<file path="src/core/tcc_pkg.sv">
package tcc_pkg;

   localparam int unsigned TCC_ADDR_W     = 4;
   localparam int unsigned TCC_DATA_W     = 32;
   localparam int unsigned TCC_CNT_W      = 16;

   // Byte offsets on the register bus
   localparam logic [3:0]  TCC_OFS_CTRL   = 4'h0;
   localparam logic [3:0]  TCC_OFS_VALUE  = 4'h4;
   localparam logic [3:0]  TCC_OFS_CONFIG = 4'h8;

   // Field positions in the channel control/status register; TCC_BIT_CPWM is in the config register
   localparam int unsigned TCC_BIT_FLAG   = 7;
   localparam int unsigned TCC_BIT_IE     = 6;
   localparam int unsigned TCC_BIT_MODE_B = 5;
   localparam int unsigned TCC_BIT_MODE_A = 4;
   localparam int unsigned TCC_ELS_HI     = 3;
   localparam int unsigned TCC_ELS_LO     = 2;
   localparam int unsigned TCC_BIT_CPWM   = 0;

   // Edge/level select encodings
   localparam logic [1:0]  TCC_ELS_OFF    = 2'h0;
   localparam logic [1:0]  TCC_ELS_RISE   = 2'h1;
   localparam logic [1:0]  TCC_ELS_FALL   = 2'h2;
   localparam logic [1:0]  TCC_ELS_BOTH   = 2'h3;

   // Reset values
   localparam logic [7:0]  TCC_CTRL_RST   = 8'h00;
   localparam logic [15:0] TCC_VALUE_RST  = 16'h0000;

   typedef enum logic [1:0] {
      TCC_MODE_CAPTURE,
      TCC_MODE_COMPARE,
      TCC_MODE_EPWM,
      TCC_MODE_CPWM
   } tcc_mode_t;

   typedef struct packed {
      logic        flag;
      logic        irq_enable;
      logic        mode_b;
      logic        mode_a;
      logic [1:0]  els;
      logic        clear_armed;
      logic        center_pwm_select;
      logic [15:0] value;
      logic        pin_sync1;
      logic        pin_sync2;
      logic        pin_prev;
      logic        pin_out;
      logic        pin_oe;
      logic        ext_clock;
      logic        irq;
      logic        waitrequest;
      logic [31:0] readdata;
   } tcc_state_t;

endpackage

</file>
<file path="src/core/tcc_channel.sv">
// The Avalon-MM register port and the register addresses were chosen for this implementation.
`timescale 1ns/1ns
// Behaviour
// 8-bit register: flag7, ie6, modeB5, modeA4, els3:2
// Capture mode sets flag on active pin edge
// Compare or edge PWM flags on counter match
// Center PWM flags on every counter match
// Interrupt request when flag and enable set
// Flag clears by read-while-set then write zero
// New event restarts clear sequence, keeps flag
// Reset clears flag; writing one has no effect
// Interrupt enable read/write, reset clear, polling
// Mode B set selects edge-aligned PWM
// Mode B clear: A picks capture or compare
// Edge/level zero disconnects pin in any mode
// Released pin serves as external clock
// Capture edges: 01 rise, 10 fall, 11 both
// Compare pin: 01 toggle, 10 clear, 11 set
// Edge PWM: 10 high-true, X1 low-true pulses
// Center PWM polarity acts on up-count match
// Unstable pin at mode change may flag edge
// Software clears flag after reconfiguring channel
// Center select forces all channels center PWM; here each channel holds its own select bit and forces only itself
// Capture copies counter into channel value
// Pin synchronised to bus clock before detection
module tcc_channel
   import tcc_pkg::*;
(
   input  wire logic                          clk,
   input  wire logic                          rst_n,
   input  wire logic [tcc_pkg::TCC_ADDR_W-1:0] avs_address,
   input  wire logic                          avs_read,
   input  wire logic                          avs_write,
   input  wire logic [tcc_pkg::TCC_DATA_W-1:0] avs_writedata,
   input  wire logic [3:0]                    avs_byteenable,
   output logic      [tcc_pkg::TCC_DATA_W-1:0] avs_readdata,
   output logic                               avs_waitrequest,
   input  wire logic [tcc_pkg::TCC_CNT_W-1:0]  count_value,
   input  wire logic                          count_tick,
   input  wire logic                          count_up,
   input  wire logic                          count_wrap,
   input  wire logic                          channel_pin_in,
   output logic                               channel_pin_out,
   output logic                               channel_pin_oe,
   output logic                               ext_clock_out,
   output logic                               channel_irq
);
   import tcc_pkg::*;

   tcc_state_t r;
   tcc_state_t next_r;
   tcc_mode_t  mode;
   logic       bus_req;
   logic       do_write;
   logic       do_read;
   logic       match;
   logic       rise;
   logic       fall;
   logic       edge_hit;
   logic       event_hit;
   logic       high_true;

   always_comb begin
      if (r.center_pwm_select) begin
         mode = TCC_MODE_CPWM;
      end else if (r.mode_b) begin
         mode = TCC_MODE_EPWM;
      end else if (r.mode_a) begin
         mode = TCC_MODE_COMPARE;
      end else begin
         mode = TCC_MODE_CAPTURE;
      end
   end

   assign bus_req   = avs_read | avs_write;
   assign do_write  = avs_write & ~r.waitrequest;
   assign do_read   = avs_read & ~r.waitrequest;
   assign match     = count_tick & (count_value == r.value);
   // Edges seen only on the second synchroniser stage
   assign rise      = r.pin_sync2 & ~r.pin_prev;
   assign fall      = ~r.pin_sync2 & r.pin_prev;
   // Edge history runs in every mode, so a stale level can flag
   always_comb begin
      case (r.els)
         TCC_ELS_RISE: edge_hit = rise;
         TCC_ELS_FALL: edge_hit = fall;
         TCC_ELS_BOTH: edge_hit = rise | fall;
         default:      edge_hit = 1'b0;
      endcase
   end
   always_comb begin
      case (mode)
         TCC_MODE_CAPTURE: event_hit = edge_hit;
         TCC_MODE_COMPARE: event_hit = match;
         TCC_MODE_EPWM:    event_hit = match;
         TCC_MODE_CPWM:    event_hit = match;
         default:          event_hit = 1'b0;
      endcase
   end
   assign high_true = (r.els == TCC_ELS_FALL);

   always_comb begin
      next_r = r;

      // Pin synchroniser
      next_r.pin_sync1 = channel_pin_in;
      next_r.pin_sync2 = r.pin_sync1;
      next_r.pin_prev  = r.pin_sync2;

      // Bus slave: one wait state, read data loaded during it
      next_r.waitrequest = 1'b1;
      if (bus_req && r.waitrequest) begin
         next_r.waitrequest = 1'b0;
         next_r.readdata    = '0;
         case (avs_address)
            TCC_OFS_CTRL: begin
               next_r.readdata[TCC_BIT_FLAG]   = r.flag;
               next_r.readdata[TCC_BIT_IE]     = r.irq_enable;
               next_r.readdata[TCC_BIT_MODE_B] = r.mode_b;
               next_r.readdata[TCC_BIT_MODE_A] = r.mode_a;
               next_r.readdata[TCC_ELS_HI:TCC_ELS_LO] = r.els;
            end
            TCC_OFS_VALUE:
               next_r.readdata[TCC_CNT_W-1:0] = r.value;
            TCC_OFS_CONFIG:
               next_r.readdata[TCC_BIT_CPWM] = r.center_pwm_select;
            default:
               next_r.readdata = '0;
         endcase
      end

      // Read of the control register while flagged arms the clear
      if (do_read && avs_address == TCC_OFS_CTRL && r.flag) begin
         next_r.clear_armed = 1'b1;
      end

      if (do_write && avs_byteenable[0]) begin
         case (avs_address)
            TCC_OFS_CTRL: begin
               next_r.irq_enable = avs_writedata[TCC_BIT_IE];
               next_r.mode_b     = avs_writedata[TCC_BIT_MODE_B];
               next_r.mode_a     = avs_writedata[TCC_BIT_MODE_A];
               next_r.els = avs_writedata[TCC_ELS_HI:TCC_ELS_LO];
               // Writing one leaves the flag alone
               if (!avs_writedata[TCC_BIT_FLAG] && r.clear_armed) begin
                  next_r.flag = 1'b0;
               end
               next_r.clear_armed = 1'b0;
            end
            TCC_OFS_VALUE:
               next_r.value[7:0] = avs_writedata[7:0];
            TCC_OFS_CONFIG:
               next_r.center_pwm_select = avs_writedata[TCC_BIT_CPWM];
            default: ;
         endcase
      end
      if (do_write && avs_byteenable[1] && avs_address == TCC_OFS_VALUE) begin
         next_r.value[15:8] = avs_writedata[15:8];
      end

      // Event wins over a clear in the same cycle and restarts it
      if (event_hit) begin
         next_r.flag        = 1'b1;
         next_r.clear_armed = 1'b0;
      end
      if (mode == TCC_MODE_CAPTURE && edge_hit) begin
         next_r.value = count_value;
      end

      // Pin action
      case (mode)
         TCC_MODE_COMPARE: begin
            if (match) begin
               case (r.els)
                  TCC_ELS_RISE: next_r.pin_out = ~r.pin_out;
                  TCC_ELS_FALL: next_r.pin_out = 1'b0;
                  TCC_ELS_BOTH: next_r.pin_out = 1'b1;
                  default:      next_r.pin_out = r.pin_out;
               endcase
            end
         end
         TCC_MODE_EPWM: begin
            // Match beats wrap so a zero value gives zero duty
            if (match) begin
               next_r.pin_out = ~high_true;
            end else if (count_wrap) begin
               next_r.pin_out = high_true;
            end
         end
         TCC_MODE_CPWM: begin
            if (match) begin
               next_r.pin_out = count_up ? ~high_true : high_true;
            end
         end
         default: next_r.pin_out = r.pin_out;
      endcase
      next_r.pin_oe = (r.els != TCC_ELS_OFF) &&
                      (mode != TCC_MODE_CAPTURE);
      next_r.ext_clock = (r.els == TCC_ELS_OFF) ? r.pin_sync2 : 1'b0;

      next_r.irq = next_r.flag & next_r.irq_enable;
   end

   always_ff @(posedge clk or negedge rst_n) begin
      if (!rst_n) begin
         r                   <= '0;
         r.flag              <= TCC_CTRL_RST[TCC_BIT_FLAG];
         r.irq_enable        <= TCC_CTRL_RST[TCC_BIT_IE];
         r.value             <= TCC_VALUE_RST;
         r.waitrequest       <= 1'b1;
      end else begin
         r <= next_r;
      end
   end

   assign avs_readdata    = r.readdata;
   assign avs_waitrequest = r.waitrequest;
   assign channel_pin_out = r.pin_out;
   assign channel_pin_oe  = r.pin_oe;
   assign ext_clock_out   = r.ext_clock;
   assign channel_irq     = r.irq;

endmodule

</file>
<file path="config.mk">
export PLATFORM = sky130hd
export DESIGN_NAME = tcc_channel
export DESIGN_NICKNAME = d
export VERILOG_FILES = /design/src/core/tcc_pkg.sv /design/src/core/tcc_channel.sv
export SDC_FILE = /design/constraint.sdc
export NUM_CORES = 1
export LEC_CHECK = 0
export BUFFER_PORTS_ARGS = -buffer_cell sky130_fd_sc_hd__buf_4
export CAP_MARGIN = 0
export CORE_ASPECT_RATIO = 1.4
export CORE_UTILIZATION = 49
export DETAILED_ROUTE_END_ITERATION = 8
export PLACE_DENSITY_LB_ADDON = 0.3
export SYNTH_ARGS = -nofsm -noshare
export SYNTH_HDL_FRONTEND = slang
export SYNTH_SLANG_ARGS = --single-unit
</file>
<file path="constraint.sdc">
create_clock -name clk -period 2.1 [get_ports clk]
set_input_delay 0 -clock clk [delete_from_list [all_inputs] [get_ports clk]]
set_output_delay 0 -clock clk [all_outputs]
set_load 0.1 [all_outputs]
</file>
; ---- Yosys cells after proc, flatten, opt, wreduce, memory -nomap -nowiden
; Cells that the tools add are included.
[word_totals]
ff_bits = 48
latchBits = 0
ram_bits = 0
romBits = 0
input_bits = 64
output_inout_bits = 37
wordCells = 97
n_memories = 0
[classes]
add_sub_neg = 0
multipliers = 0
n_div = 0
n_lt_le_gt_ge = 0
eq_ne = 13
shifts = 0
muxes = 29
bitwise_logic = 13
reduce_logical = 24
[op_table]
columns = operator, count
row1 = 2-to-1 mux 8 bit, 5
row2 = 2-to-1 mux 33 bit, 1
row3 = == test 16 bit, 1
row4 = 2-to-1 mux 16 bit, 1
row5 = 2-to-1 mux 1 bit, 13
row6 = case mux 6 bit (2 select lines), 1
row7 = nonzero test 2 bit, 5
row8 = logical AND 1 bit, 9
row9 = case mux 1 bit (3 select lines), 3
row10 = "== test 2 bit, second input constant", 4
row11 = 2-to-1 mux 7 bit, 1
row12 = AND 1 bit, 6
row13 = AND reduction 2 bit, 3
row14 = inverter 1 bit, 5
row15 = AND reduction 5 bit, 1
row16 = "== test 2 x 1 -> 1 bit, second input constant", 2
row17 = "== test 4 x 3 -> 1 bit, second input constant", 1
row18 = "== test 4 bit, second input constant", 1
row19 = logical NOT 2 bit, 2
row20 = logical NOT 4 bit, 1
row21 = 2-to-1 mux 2 bit, 2
row22 = "inequality test 2 bit, second input constant", 2
row23 = "inequality test 4 x 2 -> 1 bit, second input constant", 1
row24 = case mux 1 bit (2 select lines), 2
row25 = 5 further kinds, 6

; ---- Logic depth before layout (Yosys ltp)
[depth]
depth_word = 9
depth_mapped = 8
ltp_nobuf = 7

; ---- Worst setup path before layout
; OpenSTA, ideal clock, no wires.
[synth_timing]
path_kind = reg2reg
from = register r (netlist bit avs_waitrequest)
to = register r (netlist bit channel_irq)
setup_ns = 0.128
arrival_ns = 1.737
t_required_ns = 1.972
setup_slack_ns = 0.236
stages_incl_launch_ff = 6
path_buffers = 1
synth_period_minus_slack_ns = 1.864
cell_sequence = dfstp_2 -> inv_1 -> and4_1 -> buf_6 -> mux2_4 -> a21boi_2
[synth_rtl]
columns = item, line_no
row1 = start: declaration, tcc_channel.sv:50  ; tcc_state_t r;
row2 = start signal: assignment, tcc_channel.sv:212  ; r <= next_r;

; ---- Worst setup path after layout
[layout_timing]
from = register r[56] (netlist name)
to = register r[47] (netlist name)
[layout_via]
elab_chain_len = 5
elab_cells_between_ends = 7
cone_classes = mux: 2 / reduce/logical: 5
[layout_lines]
columns = item, line_no
row1 = 2-to-1 mux 2 bit *, tcc_channel.sv:64  ; if (r.center_pwm_select) begin
row2 = logical NOT 2 bit *, tcc_channel.sv:166  ; if (mode == TCC_MODE_CAPTURE && edge_hit) begin
row3 = logical AND 1 bit *, tcc_channel.sv:166
row4 = nonzero test 2 bit (no source line), n/a
row5 = AND reduction 2 bit (no source line), n/a
; Mark *: on every way between the ends. The rest lies on a longest branch, timed or not.
; A chain may end at the register's enable or synchronous reset.

==> metrics.md <==
| Metric | Value |
|---|---|
| Worst path slowest cell | or3_1 |
| Setup ws final | 0.275 ns |
| MaxCap Viol Count | 0 |
| Sw power | between 1 and 1.5 mW |
| Main synth FF type | dfrtp_1 |
| Initial antenna violation count | 0 |
| GP Congestion | roughly 0.77 |
| Worst hold path type | primary input to flop |
| Drt drc | 0 |
| Hold Path Stages | 3 |
| Nets | 406 |
| Worst-path clk slew | ~0.080 ns |
| Die Width | 63.6 µm |
| Crit Reg-Reg Endpoint | r[47] |
| Hold Path Sink | r[47] |
| FP Rows | 31 |
| Setup TNS Final | 0 ns |
| Peak VDD IR | roughly 480 µV |
| Clk buf depth | 2 |
| Via density | around 5 |
| Core Area | 5120 µm² |
| Cell area after synthesis | 2600 µm² |
| R2r worst-path depth | 5 |
| Ys async rst share | 1.00 |
| Min cycle time layout | 1.82 ns |
| Final WL | between 5000 and 6000 µm |
| Internal power | ~1.8 mW |
| HPWL Detailed | 3970 µm |
| Synth warn | 0 |
| Status | completed |
| Setup violators final | 0 |
| Worst Clk Skew | 0.00995 ns |
| TritonCTS clock tree | yes |
| Final Cycle Share | 0.869 |
| CTS Sinks | 48 |
| 1st-pass router iterations | 4 |
| Vias | 1990 |
| Post-route ant nets | 0 |
| Share of cells above drive strength 1 | 0.261 |
| Crit-path max FO | 20 |
| Net Sw Frac | 0.391 |
| Starting Density | 0.508 |
| Final hold violations | 0 |
| Peak Freq | 548 MHz |
| Starting DRC count in detailed routing | 89 |
| Crit-path cells | or3_1 -> a21oi_2 -> buf_4 -> nand2_1 -> o21ai_1 |
| Origin of the critical flop-to-flop path | r[56] |
| First-pass GRT wire length | 9100 µm |
| RSZ-0062 raised after global routing | false |
| Filler Cells Inserted | 426 |
| Postcts setup bufs | 0 |
| Dpl ws | 0.322 ns |
| Synthesized area per cell | 10.0 µm² |
| Setup Crit Path Kind | flop to flop |
| Post-synthesis cell count | 259 |
| WP data arrival | 2.04 ns |
| Drt wl/cell | 14.0 µm |
| I/O pin cnt | 101 |
| P&R area growth vs syn | 30.7% |
| Seq pwr share | 0.444 |
| Overall power | approximately 3.0 mW |
| Netlist cell types | 39 |
| Largest net degree at the start of global routing | 49 |
| WHS | 0.0239 ns |
| H-tree levels | 2 |
| Clock Power Share | 0.201 |
| Worst EP required | 2.32 ns |
| Multi-input gate area | 1140 µm² |
| Startpoint Class | flop |
| Pwr Density | 879 nW/µm² |
| Slew Viols, Final | 0 |
| # port buffers | 66 |
| GRT Util Overall | 0.220 |
| Die H | 88.2 µm |
| Worst slew pin tran | between 1 and 1.5 ns |
| CTS Buf Count | 5 |
| Seq cells post-synth | 48 |
| Antenna diodes | 0 |
| Sequential area share after synthesis | 0.463 |
| Vias in the first global route | 1922 |
| CP endpoint kind | flop |
| Reg2reg setup slack | 0.28 ns |
| Pleak | roughly 1.5 nW |
| EDFF count, synth | 0 |
| Skew-Pair Late Insertion Delay | about 0.30 ns |
| CP peak stage delay | between 0.4 and 0.5 ns |
| Reg area | 1200 µm² |
| Combinational share of power | 0.355 |
| Fin util | 0.663 |
| Max_slew headroom | 0.302 |
| Die ar. | roughly 5600 µm² |
| Hold Path Origin | avs_writedata[7] |
| Root Buffer | clkbuf_8 |
| GRT overflow | 0 |
-- how the worst max path moves through the flow --
stage	start	to	depth (start not counted)
finish	r[56]	r[47]	5
detailed placement	r[56]	r[47]	4
global route	r[56]	r[47]	5
global placement	r[56]	r[55]	4
floorplan	avs_waitrequest	channel_irq	5
CTS	r[56]	r[47]	5
-- power by group through the flow --
stage,registers (mW),clock network [mW],logic (mW)
global placement,1.33,0,0.995
floorplan,1.40,0,0.720
finish,1.33,0.600,1.06
global route,1.36,0.644,1.14
CTS,1.33,0.611,1.07
detailed placement,1.34,0,1.02
-- per-layer routing --
metal  wire length (µm)  track usage  up-vias
met1               2480        0.275      909
met5                  0            0        -
met3                224       0.0339       13
met4                125        0.103        0
li1                   -            -     1000
met2               2860        0.372       68
-- Yosys cell counts (all sizes together) (2+ instances only) --
cell / count / area (µm²)
clkbuf: 8 / 30.0
nand3b: 2 / 15.0
ha: 2 / 25.0
nand4: 3 / 18.8
o21ai: 36 / 180
nor4b: 2 / 32.5
and4: 3 / 26.3
a21oi: 2 / 13.8
nor3: 3 / 15.0
nor4: 2 / 27.5
nand2: 45 / 169
buf: 36 / 272
nor2b: 3 / 18.8
inv: 3 / 11.3
nor3b: 2 / 15.0
xor2: 4 / 35.0
nand3: 2 / 10.0
mux2: 6 / 71.3
mux2i: 18 / 180
a22oi: 7 / 52.6
xnor2: 13 / 114
dfrtp: 47 / 1180
-- through the flow --
step	cells	cell area, µm²
floorplan	274	2660
global placement	366	2970
detailed placement	366	2970
CTS	407	3400
global route	407	3400
finish	407	3400
-- layout by cell type (no fill, tap or decap), types with 5 or more instances in the layout --
| cell type | synthesis | final |
|---|---|---|
| mux2i_1 | 18 | 18 |
| buf_4 | 34 | 70 |
| xnor2_1 | 13 | 13 |
| clkbuf_8 | 0 | 7 |
| dlygate4sd3_1 | 0 | 33 |
| dfrtp_1 | 47 | 47 |
| nand2_1 | 45 | 45 |
| mux2_2 | 5 | 5 |
| o21ai_1 | 18 | 17 |
| a22oi_1 | 7 | 7 |
| o21ai_0 | 18 | 18 |
| conb_1 | 1 | 16 |
-- timing repair --
action	in CTS	in global routing
resized for setup	0	0
hold buffers	33	0
hold endpoints to repair	70	0
-- area by class of cell --
cell class / instances / area share
clock buffers: 8 / 0.0295
multi-input cells: 179 / 0.337
well taps: 66 / 0.0243
repair buffers: 103 / 0.252
inverters: 3 / 0.00332
flip-flops and latches: 48 / 0.354
-- critical path, delay by kind of cell (launching register included) --
kind | cells | cell delay [ns]
flops | 1 | 0.47
compound gates | 2 | 0.40
simple gates | 2 | 0.57
buf+inv | 1 | 0.30
-- logic make-up (layout without fill, tap and decap cells) --
kind of cell,after synthesis,in the layout,synth area share
xor gates and xnor gates,17,17,0.0573
muxes,24,24,0.0968
DFF,48,48,0.463
AOI/OAI and AO/OA,50,50,0.112
buffers and inverters,47,114,0.120
adders and majority gates,2,2,0.00963
other,1,16,0.00144
and+or+nand+nor,70,70,0.140
-- flip-flops by register name (all words and copies together) (netlist names) --
| signal | count |
|---|---|
| channel_irq | 1 |
| channel_pin_oe | 1 |
| ext_clock_out | 1 |
| channel_pin_out | 1 |
| r | 25 |
| avs_readdata | 16 |
| avs_waitrequest | 1 |
| next_r | 2 |
No activity file was read; power rests on OpenSTA's default activity.
